--- src/design/asq_params.svh ---
// Constants of the serial mode sequencer
`ifndef ASQ_PARAMS_SVH
`define ASQ_PARAMS_SVH

`define ASQ_CTRL_BITS 4'h8
`define ASQ_POL_BIT_IDX 4'h1
`define ASQ_MODE_BIT_IDX 4'h4
`define ASQ_PORT_BIT_IDX 4'h7
`define ASQ_CLK_SEL_POS 4
`define ASQ_MODE_SHORT 2'h0
`define ASQ_MODE_CAL 2'h1
`define ASQ_MODE_PDN 2'h2
`define ASQ_MODE_LONG 2'h3
`define ASQ_ACQ_END_SHORT 6'h06
`define ASQ_ACQ_EXTRA 6'h08
`define ASQ_CONV_FALL 6'h07
`define ASQ_FRAME_SHORT 6'h18
`define ASQ_FRAME_LONG 6'h20
`define ASQ_RESULT_BITS 6'h10
`define ASQ_RD_LAST 5'h0f
`define ASQ_CAL_CYCLES 80000
`define ASQ_CLK_NS 5
`define ASQ_CONV_NS 6000
`define ASQ_CONV_CYCLES (`ASQ_CONV_NS / `ASQ_CLK_NS)
`define ASQ_SYNC_INIT 5'h0b
`define ASQ_REG_CTRL 2'h0
`define ASQ_REG_STATUS 2'h1
`define ASQ_REG_CFG 2'h2
`define ASQ_CTRL_RST 1'h1

`endif

--- src/design/asq_pkg.sv ---
// Types of the serial mode sequencer
package asq_pkg;

  typedef enum logic [5:0] {
    ASQ_IDLE = 6'h01,
    ASQ_CTRL = 6'h02,
    ASQ_CONV = 6'h04,
    ASQ_READ = 6'h08,
    ASQ_CAL = 6'h10,
    ASQ_POWERDOWN_PIN_N = 6'h20
  } asq_state_t;

  typedef struct packed {
    logic sclk;
    logic cs_n;
    logic din;
    logic rst_n;
    logic pdn_n;
  } asq_pins_t;

  typedef struct packed {
    logic calibrated;
    logic unipolar;
    logic clk_int;
    logic acq_long;
    logic pdn_req;
  } asq_cfg_t;

endpackage : asq_pkg

--- src/design/asq_sequencer.sv ---
// Serial mode sequencer of the sampling converter control path
`timescale 1ns/100ps
`default_nettype none
`include "asq_params.svh"

module asq_sequencer #(
  parameter int CAL_CYCLES = `ASQ_CAL_CYCLES,
  parameter int CONV_CYCLES = `ASQ_CONV_CYCLES
) (
  input wire logic clk_sys,
  input wire logic rst_n,
  input wire logic sclk,
  input wire logic cs_n,
  input wire logic din,
  input wire logic rst_pin_n,
  input wire logic powerdown_pin_n,
  input wire logic [13:0] core_code,
  input wire logic [1:0] reg_addr,
  input wire logic [7:0] reg_wdata,
  input wire logic reg_wr,
  input wire logic reg_rd,
  output logic [7:0] reg_rdata,
  output logic dout,
  output logic done_strobe,
  output logic done_strobe_oe,
  output logic port_out_0,
  output logic port_out_1,
  output logic port_out_2,
  output logic sampling,
  output logic unipolar_mode,
  output logic powered_down,
  output logic cal_defaults
);

  // Synchronised pins
  logic [4:0] pins_s;
  asq_pkg::asq_pins_t pin;

  asq_sync #(
    .WIDTH(5),
    .INIT(`ASQ_SYNC_INIT)
  ) u_sync (
    .clk_sys(clk_sys),
    .rst_n(rst_n),
    .async_in({sclk, cs_n, din, rst_pin_n, powerdown_pin_n}),
    .sync_out(pins_s)
  );

  assign pin = pins_s;

  // State
  asq_pkg::asq_state_t st_q;
  asq_pkg::asq_state_t st_d;
  asq_pkg::asq_cfg_t cfg_q;
  logic sclk_q;
  logic rearm_q;
  logic link_en_q;
  logic acq_q;
  logic strobe_q;
  logic strobe_d;
  logic oe_q;
  logic pd_q;
  logic cal_def_q;
  logic dout_q;
  logic [1:0] mode_q;
  logic [2:0] port_q;
  logic [6:0] shreg_q;
  logic [3:0] bit_cnt_q;
  logic [5:0] fall_cnt_q;
  logic [4:0] rd_cnt_q;
  logic [15:0] shout_q;
  logic [7:0] rdata_q;
  logic cal_done;
  logic conv_done;

  // Serial clock edges, ignored while select is high
  wire cs_low = ~pin.cs_n;
  wire sclk_rise = pin.sclk & ~sclk_q & cs_low;
  wire sclk_fall = ~pin.sclk & sclk_q & cs_low;
  wire hw_rst = ~pin.rst_n;
  wire pdn_pin = ~pin.pdn_n;

  wire in_idle = st_q == asq_pkg::ASQ_IDLE;
  wire in_ctrl = st_q == asq_pkg::ASQ_CTRL;
  wire in_conv = st_q == asq_pkg::ASQ_CONV;
  wire in_read = st_q == asq_pkg::ASQ_READ;
  wire in_cal = st_q == asq_pkg::ASQ_CAL;
  wire in_powerdown_pin_n = st_q == asq_pkg::ASQ_POWERDOWN_PIN_N;

  // Start bit: first high bit while idle or powered down, or after select was pulsed high
  wire start = sclk_rise & pin.din & link_en_q & ~pdn_pin
    & (in_idle | in_powerdown_pin_n | rearm_q);

  // Control bits still arriving
  wire take_bit = sclk_rise & ~start & (in_ctrl | in_conv | in_cal)
    & (bit_cnt_q < `ASQ_CTRL_BITS);
  wire pol_bit = take_bit & (bit_cnt_q == `ASQ_POL_BIT_IDX);
  wire mode_bit = take_bit & (bit_cnt_q == `ASQ_MODE_BIT_IDX);
  wire port_bit = take_bit & (bit_cnt_q == `ASQ_PORT_BIT_IDX);
  wire [1:0] mode_in = {shreg_q[0], pin.din};
  wire new_clk_int = shreg_q[`ASQ_CLK_SEL_POS];

  // Acquisition and frame lengths in serial clocks
  wire [5:0] fall_next = fall_cnt_q + 6'h01;
  wire [5:0] acq_end = cfg_q.acq_long
    ? (`ASQ_ACQ_END_SHORT + `ASQ_ACQ_EXTRA) : `ASQ_ACQ_END_SHORT;
  wire [5:0] frame_len = cfg_q.acq_long ? `ASQ_FRAME_LONG : `ASQ_FRAME_SHORT;
  wire [5:0] read_at = frame_len - `ASQ_RESULT_BITS;
  wire is_cal = mode_q == `ASQ_MODE_CAL;

  wire acq_stop = sclk_fall & acq_q & (in_ctrl | in_conv) & ~is_cal
    & (fall_next == acq_end);
  wire conv_go = sclk_fall & in_ctrl & (fall_next == `ASQ_CONV_FALL);
  wire ext_ready = sclk_fall & in_conv & ~cfg_q.clk_int & (fall_next == read_at);
  wire load_result = in_conv & (cfg_q.clk_int ? conv_done : ext_ready);
  wire rd_done = in_read & sclk_fall & (rd_cnt_q == `ASQ_RD_LAST);
  wire cal_abort = in_cal & (pdn_pin | start);

  // Result format
  wire [13:0] code_fmt = cfg_q.unipolar
    ? core_code : {~core_code[13], core_code[12:0]};

  // Calibration and internal conversion timers
  asq_tick_timer #(
    .LIMIT(CAL_CYCLES)
  ) u_cal_timer (
    .clk_sys(clk_sys),
    .rst_n(rst_n),
    .clear(~in_cal | cal_abort),
    .tick(cfg_q.clk_int | sclk_fall),
    .done(cal_done)
  );

  asq_tick_timer #(
    .LIMIT(CONV_CYCLES)
  ) u_conv_timer (
    .clk_sys(clk_sys),
    .rst_n(rst_n),
    .clear(~in_conv | ~cfg_q.clk_int),
    .tick(1'b1),
    .done(conv_done)
  );

  // Register read mux
  wire [7:0] status_word = {2'h0, st_q};
  wire [7:0] cfg_word = {cfg_q, port_q};
  wire [7:0] ctrl_word = {7'h00, link_en_q};
  wire [7:0] rd_mux = (reg_addr == `ASQ_REG_CTRL) ? ctrl_word
    : (reg_addr == `ASQ_REG_STATUS) ? status_word
    : (reg_addr == `ASQ_REG_CFG) ? cfg_word : 8'h00;

  // Next state
  always_comb begin
    st_d = st_q;
    if (pdn_pin) begin
      st_d = asq_pkg::ASQ_POWERDOWN_PIN_N;
    end else if (start) begin
      st_d = asq_pkg::ASQ_CTRL;
    end else begin
      case (st_q)
        asq_pkg::ASQ_CTRL: begin
          if (conv_go) begin
            st_d = is_cal ? asq_pkg::ASQ_CAL : asq_pkg::ASQ_CONV;
          end
        end
        asq_pkg::ASQ_CONV: begin
          if (load_result) begin
            st_d = asq_pkg::ASQ_READ;
          end
        end
        asq_pkg::ASQ_READ: begin
          if (rd_done) begin
            st_d = cfg_q.pdn_req ? asq_pkg::ASQ_POWERDOWN_PIN_N : asq_pkg::ASQ_IDLE;
          end
        end
        asq_pkg::ASQ_CAL: begin
          if (cal_done) begin
            st_d = asq_pkg::ASQ_IDLE;
          end
        end
        asq_pkg::ASQ_POWERDOWN_PIN_N: begin
          if (!cfg_q.pdn_req) begin
            st_d = asq_pkg::ASQ_IDLE;
          end
        end
        asq_pkg::ASQ_IDLE: begin
          st_d = asq_pkg::ASQ_IDLE;
        end
        default: begin
          st_d = asq_pkg::ASQ_IDLE;
        end
      endcase
    end
  end

  // Strobe level
  always_comb begin
    strobe_d = strobe_q;
    if (cal_abort || (in_cal && cal_done)) begin
      strobe_d = cfg_q.clk_int;
    end else if (conv_go) begin
      strobe_d = is_cal & ~new_clk_int;
    end else if (load_result) begin
      strobe_d = 1'b1;
    end else if (in_read && sclk_fall && !cfg_q.clk_int) begin
      strobe_d = 1'b0;
    end
  end

  // Main sequencing registers
  always_ff @(posedge clk_sys or negedge rst_n) begin
    if (!rst_n) begin
      st_q <= asq_pkg::ASQ_IDLE;
      cfg_q <= '{calibrated: 1'b0, unipolar: 1'b0, clk_int: 1'b1,
                 acq_long: 1'b0, pdn_req: 1'b0};
      port_q <= 3'h0;
      mode_q <= `ASQ_MODE_SHORT;
      strobe_q <= 1'b1;
      acq_q <= 1'b0;
    end else if (hw_rst) begin
      st_q <= asq_pkg::ASQ_IDLE;
      cfg_q <= '{calibrated: 1'b0, unipolar: 1'b0, clk_int: 1'b1,
                 acq_long: 1'b0, pdn_req: 1'b0};
      port_q <= 3'h0;
      mode_q <= `ASQ_MODE_SHORT;
      strobe_q <= 1'b1;
      acq_q <= 1'b0;
    end else begin
      st_q <= st_d;
      strobe_q <= strobe_d;
      if (start) begin
        acq_q <= 1'b1;
        cfg_q.unipolar <= 1'b0;
        cfg_q.pdn_req <= 1'b0;
        mode_q <= `ASQ_MODE_SHORT;
      end else begin
        if (pol_bit) begin
          cfg_q.unipolar <= pin.din;
        end
        if (mode_bit) begin
          mode_q <= mode_in;
          cfg_q.pdn_req <= mode_in == `ASQ_MODE_PDN;
          if (mode_in != `ASQ_MODE_PDN && mode_in != `ASQ_MODE_CAL) begin
            cfg_q.acq_long <= mode_in == `ASQ_MODE_LONG;
          end
        end
        if (port_bit) begin
          port_q <= {shreg_q[1:0], pin.din};
        end
        if (conv_go) begin
          cfg_q.clk_int <= new_clk_int;
        end
        if (acq_stop || conv_go && is_cal || pdn_pin) begin
          acq_q <= 1'b0;
        end
        if (in_cal && cal_done) begin
          cfg_q.calibrated <= 1'b1;
        end
      end
    end
  end

  // Serial shift, counters and readout
  always_ff @(posedge clk_sys or negedge rst_n) begin
    if (!rst_n) begin
      sclk_q <= 1'b0;
      rearm_q <= 1'b0;
      shreg_q <= 7'h00;
      bit_cnt_q <= 4'h0;
      fall_cnt_q <= 6'h00;
      rd_cnt_q <= 5'h00;
      shout_q <= 16'h0000;
      dout_q <= 1'b0;
    end else begin
      sclk_q <= pin.sclk;
      if (start) begin
        rearm_q <= 1'b0;
      end else if (pin.cs_n) begin
        rearm_q <= 1'b1;
      end
      if (start) begin
        shreg_q <= 7'h01;
        bit_cnt_q <= 4'h1;
        fall_cnt_q <= 6'h00;
      end else begin
        if (take_bit) begin
          shreg_q <= {shreg_q[5:0], pin.din};
          bit_cnt_q <= bit_cnt_q + 4'h1;
        end
        if (sclk_fall && (in_ctrl || in_conv)) begin
          fall_cnt_q <= fall_next;
        end
      end
      if (load_result) begin
        shout_q <= {code_fmt, 2'h0};
        dout_q <= code_fmt[13];
        rd_cnt_q <= 5'h00;
      end else if (in_read && sclk_fall) begin
        shout_q <= {shout_q[14:0], 1'b0};
        dout_q <= shout_q[14];
        rd_cnt_q <= rd_cnt_q + 5'h01;
      end
    end
  end

  // Register port and registered pin outputs
  always_ff @(posedge clk_sys or negedge rst_n) begin
    if (!rst_n) begin
      link_en_q <= `ASQ_CTRL_RST;
      rdata_q <= 8'h00;
      oe_q <= 1'b1;
      pd_q <= 1'b0;
      cal_def_q <= 1'b1;
    end else begin
      if (reg_wr && reg_addr == `ASQ_REG_CTRL) begin
        link_en_q <= reg_wdata[0];
      end
      rdata_q <= reg_rd ? rd_mux : 8'h00;
      oe_q <= cfg_q.clk_int | cs_low;
      pd_q <= st_d == asq_pkg::ASQ_POWERDOWN_PIN_N;
      cal_def_q <= hw_rst;
    end
  end

  assign reg_rdata = rdata_q;
  assign dout = dout_q;
  assign done_strobe = strobe_q;
  assign done_strobe_oe = oe_q;
  assign port_out_0 = port_q[0];
  assign port_out_1 = port_q[1];
  assign port_out_2 = port_q[2];
  assign sampling = acq_q;
  assign unipolar_mode = cfg_q.unipolar;
  assign powered_down = pd_q;
  assign cal_defaults = cal_def_q;

endmodule : asq_sequencer

`default_nettype wire

--- src/design/asq_sync.sv ---
// Two-stage synchroniser for pin inputs
`timescale 1ns/100ps
`default_nettype none

module asq_sync #(
  parameter int WIDTH = 5,
  parameter logic [WIDTH-1:0] INIT = '0
) (
  input wire logic clk_sys,
  input wire logic rst_n,
  input wire logic [WIDTH-1:0] async_in,
  output logic [WIDTH-1:0] sync_out
);

  logic [WIDTH-1:0] meta_q;

  always_ff @(posedge clk_sys or negedge rst_n) begin
    if (!rst_n) begin
      meta_q <= INIT;
      sync_out <= INIT;
    end else begin
      meta_q <= async_in;
      sync_out <= meta_q;
    end
  end

endmodule : asq_sync

`default_nettype wire

--- src/design/asq_tick_timer.sv ---
// Tick counter that flags the last of LIMIT ticks
`timescale 1ns/100ps
`default_nettype none

module asq_tick_timer #(
  parameter int LIMIT = 80000,
  parameter int WIDTH = $clog2(LIMIT + 1)
) (
  input wire logic clk_sys,
  input wire logic rst_n,
  input wire logic clear,
  input wire logic tick,
  output logic done
);

  logic [WIDTH-1:0] cnt_q;

  assign done = tick & ~clear & (cnt_q == WIDTH'(LIMIT - 1));

  always_ff @(posedge clk_sys or negedge rst_n) begin
    if (!rst_n) begin
      cnt_q <= '0;
    end else if (clear || done) begin
      cnt_q <= '0;
    end else if (tick) begin
      cnt_q <= cnt_q + WIDTH'(1);
    end
  end

endmodule : asq_tick_timer

`default_nettype wire

--- config.mk ---
export PLATFORM = sky130hd
export DESIGN_NAME = asq_sequencer
export DESIGN_NICKNAME = d
export VERILOG_FILES = /design/src/design/asq_pkg.sv /design/src/design/asq_sequencer.sv /design/src/design/asq_sync.sv /design/src/design/asq_tick_timer.sv
export VERILOG_INCLUDE_DIRS = /design/src /design/src/design
export SDC_FILE = /design/constraint.sdc
export NUM_CORES = 1
export LEC_CHECK = 0
export BUFFER_PORTS_ARGS = -buffer_cell sky130_fd_sc_hd__buf_2
export CELL_PAD_IN_SITES_DETAIL_PLACEMENT = 1
export CELL_PAD_IN_SITES_GLOBAL_PLACEMENT = 2
export CORE_MARGIN = 3
export CORE_UTILIZATION = 41
export DETAILED_ROUTE_END_ITERATION = 10
export GPL_TIMING_DRIVEN = 1
export PLACE_DENSITY = 0.84
export SYNTH_ARGS = -nofsm -noshare
export SYNTH_HDL_FRONTEND = slang
export SYNTH_SLANG_ARGS = --single-unit
--- constraint.sdc ---
create_clock -name clk_sys -period 4.24 [get_ports clk_sys]
set_input_delay 0.424 -clock clk_sys [delete_from_list [all_inputs] [get_ports clk_sys]]
set_output_delay 0.424 -clock clk_sys [all_outputs]
set_load 0.02 [all_outputs]
== Word level (Yosys, flattened, before mapping) ==
Cells that the tools add are included.

* Flip-flop bits (word level): 106
* Bits of input ports: 33
* Word-level logic and storage cells: 205

* Add/sub/neg operators: 6
* $lt $le $gt $ge: 1
* Equality and inequality tests: 33
* Mux-type cells: 60
* Bitwise operators: 54
* Reduce and logical (&&, ||, !) cells: 24

{| class="wikitable"
|+ Operators with widths
! cell !! count
|-
| two-way mux 6 bit || 12
|-
| two-way mux 17 bit || 2
|-
| two-way mux 8 bit || 4
|-
| AND 1 bit || 31
|-
| two-way mux 15 bit || 2
|-
| two-way mux 5 bit || 6
|-
| one-hot mux 6 bit (5 select lines) || 1
|-
| two-way mux 1 bit || 20
|-
| adder 17 x 1 -> 17 bit, second input constant || 1
|-
| equality test 17 bit, second input constant || 1
|-
| two-way mux 14 bit || 1
|-
| inequality test 2 bit, second input constant || 7
|-
| inverter 1 bit || 14
|-
| equality test 6 x 3 -> 1 bit, second input constant || 2
|-
| equality test 6 bit, second input constant || 2
|-
| two-way mux 4 bit || 3
|-
| adder 11 x 1 -> 11 bit, second input constant || 1
|-
| equality test 11 bit, second input constant || 1
|-
| two-way mux 11 bit || 1
|-
| two-way mux 2 bit || 5
|-
| nonzero test 2 bit || 5
|-
| two-way mux 3 bit || 3
|-
| inequality test 3 bit, second input constant || 3
|-
| OR 1 bit || 9
|-
| other kinds (24) || 41
|}

== Logic depth before layout (Yosys ltp) ==
* Depth after elaboration: 18
* Depth in mapped cells: 10

== By module ==
Synthesis repeated with hierarchy kept, for this count alone.

* Cells, all modules: 494
* Area total of the unflattened synthesis: 5290.1 µm²

{| class="wikitable"
|+ By module, submodules not included
! module !! instances !! cells an instance !! area each (µm²) !! sequential area each (µm²)
|-
| asq_sequencer || 1 || 336 || 3495.9 || 1659.1
|-
| asq_tick_timer (u_cal_timer) || 1 || 90 || 937.1 || 425.4
|-
| asq_tick_timer (u_conv_timer) || 1 || 58 || 599.3 || 275.3
|-
| asq_sync || 1 || 10 || 257.7 || 257.7
|}

== Worst setup path before layout ==
OpenSTA, ideal clock, no wires.

* Path type: reg-to-reg
* Start: register fall_cnt_q[0]
* End: register shout_q[13]
* Library setup time: 0.118 ns
* Arrival: 1.920 ns
* Setup slack: 2.202 ns
* Stages on the path, launching flop included: 10
* Buffers on the path: 1
* Period minus slack after synthesis: 2.038 ns
* Cells stage by stage: dfrtp_1 > ha_1 > nand3_1 > xnor2_1 > and3_1 > o211ai_1 > a21oi_2 > buf_4 > a22o_1 > a21o_1

* Word-level cells in the longest chain between the ends: 6
* Elaborated cells on any way between the ends: 7
* Classes of those cells: add/sub: 1; eq/ne: 1; mux: 2; bitwise: 2; reduce/logical: 1

{| class="wikitable"
|+ RTL lines
! item !! line !! RTL
|-
| start: declaration || asq_sequencer.sv:69 || <nowiki>logic [5:0] fall_cnt_q;</nowiki>
|-
| start signal: assignment || asq_sequencer.sv:291 || <nowiki>fall_cnt_q <= fall_next;</nowiki>
|-
| adder 6 x 1 -> 6 bit (*) || asq_sequencer.sv:104 || <nowiki>wire [5:0] fall_next = fall_cnt_q + 6'h01;</nowiki>
|-
| equality test 6 bit (*) || asq_sequencer.sv:114 || <nowiki>wire ext_ready = sclk_fall & in_conv & ~cfg_q.clk_int & (fall_next == read_at);</nowiki>
|-
| AND 1 bit (*) || asq_sequencer.sv:114 ||
|-
| two-way mux 1 bit (*) || asq_sequencer.sv:115 || <nowiki>wire load_result = in_conv & (cfg_q.clk_int ? conv_done : ext_ready);</nowiki>
|-
| AND 1 bit (*) || asq_sequencer.sv:115 ||
|-
| two-way mux 15 bit or nonzero test 2 bit (tied branches) || -- ||
|-
| end signal: assignment || asq_sequencer.sv:295 || <nowiki>shout_q <= {code_fmt, 2'h0};</nowiki>
|-
| end signal: assignment || asq_sequencer.sv:299 || <nowiki>shout_q <= {shout_q[14:0], 1'b0};</nowiki>
|-
| end: declaration || asq_sequencer.sv:71 || <nowiki>logic [15:0] shout_q;</nowiki>
|}

Mark *: on every way between the ends. The rest lies on a longest branch, timed or not.
A chain may end at the register's enable or synchronous reset.

== Worst setup path in the final report ==
* Start: register st_q[0]
* End: register mode_q[0]

* Word-level cells in the longest chain between the ends: 10
* Elaborated cells on any way between the ends: 18
* Classes of those cells: eq/ne: 6; mux: 2; bitwise: 10

{| class="wikitable"
|+ RTL lines
! item !! line !! RTL
|-
| start: declaration || asq_sequencer.sv:52 || <nowiki>asq_pkg::asq_state_t st_q;</nowiki>
|-
| start signal: assignment || asq_sequencer.sv:213 || <nowiki>st_q <= asq_pkg::ASQ_IDLE;</nowiki>
|-
| start signal: assignment || asq_sequencer.sv:221 || <nowiki>st_q <= asq_pkg::ASQ_IDLE;</nowiki>
|-
| start signal: assignment || asq_sequencer.sv:229 || <nowiki>st_q <= st_d;</nowiki>
|-
| equality test 6 x 1 -> 1 bit or equality test 6 bit (tied branches) || asq_sequencer.sv:83, asq_sequencer.sv:88 ||
|-
| OR 1 bit (2 in a row) || asq_sequencer.sv:92 || <nowiki>& (in_idle | in_powerdown_pin_n | rearm_q);</nowiki>
|-
| AND 1 bit || asq_sequencer.sv:92 ||
|-
| inverter 1 bit || asq_sequencer.sv:95 || <nowiki>wire take_bit = sclk_rise & ~start & (in_ctrl | in_conv | in_cal)</nowiki>
|-
| AND 1 bit (3 in a row) || asq_sequencer.sv:95 ||
|-
| AND 1 bit || asq_sequencer.sv:98 || <nowiki>wire mode_bit = take_bit & (bit_cnt_q == `ASQ_MODE_BIT_IDX);</nowiki>
|-
| inequality test 3 bit (no source line) || -- ||
|-
| end signal: assignment || asq_sequencer.sv:217 || <nowiki>mode_q <= `ASQ_MODE_SHORT;</nowiki>
|-
| end signal: assignment || asq_sequencer.sv:225 || <nowiki>mode_q <= `ASQ_MODE_SHORT;</nowiki>
|-
| end signal: assignment || asq_sequencer.sv:235 || <nowiki>mode_q <= `ASQ_MODE_SHORT;</nowiki>
|-
| end: declaration || asq_sequencer.sv:65 || <nowiki>logic [1:0] mode_q;</nowiki>
|}

Parallel ways exist; a longest one is shown, timed or not.

==> impl_metrics.yaml <==
status:
  status: "complete, no violations"
finish:
  antenna_cells: 0
  fin_nets: 569
  areaGrowthSynthToFinish_pct: 12.3
  final_layout_size_suffix_gt1_share_pct: 18.9
routing:
  wire_per_inst_um: 17.2
  antenna_left: 0
  routed_wl_um: 11500
  dr.pass1.iters: 4
  drt_iter0_drc: 150
  vias_per_cell: 5.45
  drc: 0
  via_count: 3660
grt:
  antenna_found_initial: 0
  gr-usage-met2_pct: 30.0
  grt_pass1_vias: 3811
  grt_use_met1_pct: 24.4
  grt_start_max_net_pins: 80
  grt.total_usage_pct: 18.4
  busiest_layer: "met2"
  grt_pass1_wl_um: 19400
  use_met3_pct: 4.73
  overflow: 0
setup_path:
  crit_path_top_delay_cell: "nor3_2"
  rr_worst_depth: 7
  reg2reg_to: "mode_q[0]$_DFFE_PN0P_"
  reg2reg_setup_slack_ns: 1.47
  path_cells: "xnor2_2 > nor4_1 > o21a_2 > nor3_2 > and3_1 > mux2i_1 > nor2_1"
  critPathKind: "flip-flop to flip-flop"
  worstSetupStartpointType: "flip-flop"
  endpoint_kind: "flip-flop"
  worst_r2r_startpoint: "st_q[0]$_DFF_PN1_"
  critical_path_arrival_ns: 3.01
  path_buf_inv: 0
  cpPeakStageDelay_ns: 0.74
  crit_required_ns: 4.48
  worstPathMaxFanout: 16
  crit_family: "simple AND/OR/NAND/NOR gates"
sta:
  min_period_over_period_pct: 65.4
  fmax_mhz: 361
  setup_viol: 0
  slew-limit-headroom_pct: 34.1
  rsz0062_at_grt: "false"
  setup-tns-final_ns: 0
  fin_skew_ns: 0.00797
  fin_crit_ns: 2.77
  finalHoldViolCount: 0
  tightest_slew_ns: 0.989
  maxSlewViolCount: 0
worst_hold_path:
  min_to: "u_sync.meta_q[3]$_DFF_PN1_"
  whs_path_depth: 1
  hold_class: "primary input to flip-flop"
  worst_hold_startpoint: "cs_n"
logic_synthesis:
  yosysUniqueCellTypes: 69
  yosys-top-cells-count: "dfrtp_1 (92), nor2_1 (64), nand2_1 (43)"
  ys.flop_type: "dfrtp_1"
  async_reset_ff_share_pct: 100
  ys_seq_elements: 104
  synth-seq-area-share_pct: 52.0
  synth.largest_area_cell: "dfrtp_1"
  synth_area_um2: 5040
  syn_nets: 528
  ys.warnings.count: 0
  synthTopCellsByArea: "dfrtp_1 (46%), dfstp_2 (6.3%), nor2_1 (4.8%)"
  synth_edf_count: 0
  synthCells: 482
  avgSynthCellArea_um2: 10.4
  synth_top_area_share_pct: 45.7
  synth_most_common_cell: "dfrtp_1"
power_and_ir_drop:
  ir_drop_v: 0.000232
  power.density_nw_per_um2: 347
  total_power_w: 0.00196
  p_leak_nw: 2.58
cts:
  cts_made_buffers: 9
  worstSkewPairLatency_ns: 0.35
  clock_sinks: 104
  clk_pin_slew_worst_paths_ns: 0.07
  postCtsHoldBufs: 0
  cts_setup_buffers: 0
  clockBufferDepth: 2
  ctsResizeCount: 0
  cts_htree_levels: 3
  root_buffer: "clkbuf_16"
  cts_tree: "built"
die:
  fp.dieH_um: 117
  rows: 39
  boundaryPins: 51
  fp.dieW_um: 117
  initial_utilization_pct: 43.0
  core_area_um2: 11700
  die_area_um2: 13600
place:
  io_buffers: 43
  gp_congestion: 0.776
  hpwlAfterDp_um: 8190
job:
  maxCapViolations: 0
==> placed cells by master (no fill, tap or decap), types with 7 or more instances in the layout <==
| cell | instances |
|---|---|
| o21ai_0 | 18 |
| xnor2_1 | 17 |
| a22o_1 | 11 |
| nand3_1 | 20 |
| a21oi_1 | 14 |
| dfstp_2 | 12 |
| inv_1 | 12 |
| nor2_1 | 64 |
| nand2_1 | 43 |
| or3_1 | 7 |
| nor3_1 | 8 |
| nor2b_1 | 8 |
| buf_2 | 42 |
| clkbuf_16 | 9 |
| a21o_1 | 11 |
| mux2i_1 | 12 |
| xor2_1 | 18 |
| ha_1 | 13 |
| and3_1 | 10 |
| dfrtp_1 | 92 |
==> metrics by stage <==
step	worst slack (ns)	std cells	hold slack [ns]	utilization (%)	instance area, um2
6_report	1.47	671	0.169	48.3	5660
5_1_grt	1.23	671	0.147	48.3	5660
4_1_cts	1.42	671	0.152	48.3	5660
3_5_place_dp	1.42	655	0.337	45.7	5360
3_3_place_gp	1.53	655	0.337	45.7	5360
2_1_floorplan	2.20	482	0.128	-	5040
==> cell families after synthesis <==
logic type	Yosys count	synth area share (%)
adders and majority gates	13	3.23
xor gates and xnor gates	36	6.41
and+or+nand+nor	202	20.5
buffers and inverters	28	2.86
AOI/OAI and AO/OA	85	12.2
DFF	104	52.0
muxes	14	2.83
==> registers in the layout (all words and copies together) (netlist names) <==
| signal | cells |
|---|---|
| u_sync.meta_q | 5 |
| sclk_q | 1 |
| shout_q | 13 |
| sampling | 1 |
| powered_down | 1 |
| cal_defaults | 1 |
| link_en_q | 1 |
| u_sync.sync_out | 5 |
| fall_cnt_q | 6 |
| shreg_q | 5 |
| cfg_q | 4 |
| unipolar_mode | 1 |
| reg_rdata | 8 |
| u_conv_timer.cnt_q | 11 |
| port_q | 3 |
| dout | 1 |
| bit_cnt_q | 4 |
| rearm_q | 1 |
| u_cal_timer.cnt_q | 17 |
| done_strobe | 1 |
| done_strobe_oe | 1 |
| st_q | 6 |
| mode_q | 2 |
| rd_cnt_q | 5 |
==> final cells by class <==
cell class                      instances  area (um2)
Fill cell                            1316        6050
Clock inverter                          2        37.5
Clock buffer                           14         264
Timing Repair Buffer                   46         240
Tap cell                              143         179
Sequential cell                       104        2620
Inverter                               12        45.0
Multi-Input combinational cell        350        2270
==> power breakdown <==
part           internal (W)  switching, W  leakage, nW
combinational     0.0000320     0.0000506         1.07
clock              0.000491      0.000355        0.143
sequential          0.00101     0.0000227         1.37
total               0.00154      0.000428         2.58
==> how the worst max path moves through the flow <==
stage | endpoint | slack [ns] | cells after the start | start
floorplan | shout_q[13]$_DFFE_PN0P_ | 2.20 | 9 | fall_cnt_q[0]$_DFFE_PN0P_
global placement | cfg_q[1]$_DFFE_PN0P_ | 1.53 | 7 | st_q[0]$_DFF_PN1_
detailed placement | cfg_q[1]$_DFFE_PN0P_ | 1.42 | 7 | st_q[0]$_DFF_PN1_
CTS | mode_q[1]$_DFFE_PN0P_ | 1.42 | 7 | st_q[0]$_DFF_PN1_
global route | port_q[0]$_DFFE_PN0P_ | 1.23 | 6 | st_q[5]$_DFF_PN0_
finish | mode_q[0]$_DFFE_PN0P_ | 1.47 | 7 | st_q[0]$_DFF_PN1_
==> layer usage <==
metal	vias up	wire length, um
li1	1751	-
met3	14	394
met1	1849	5490
met2	46	5500
met4	0	153
met5	-	0
(Power assumes the default switching activity.)
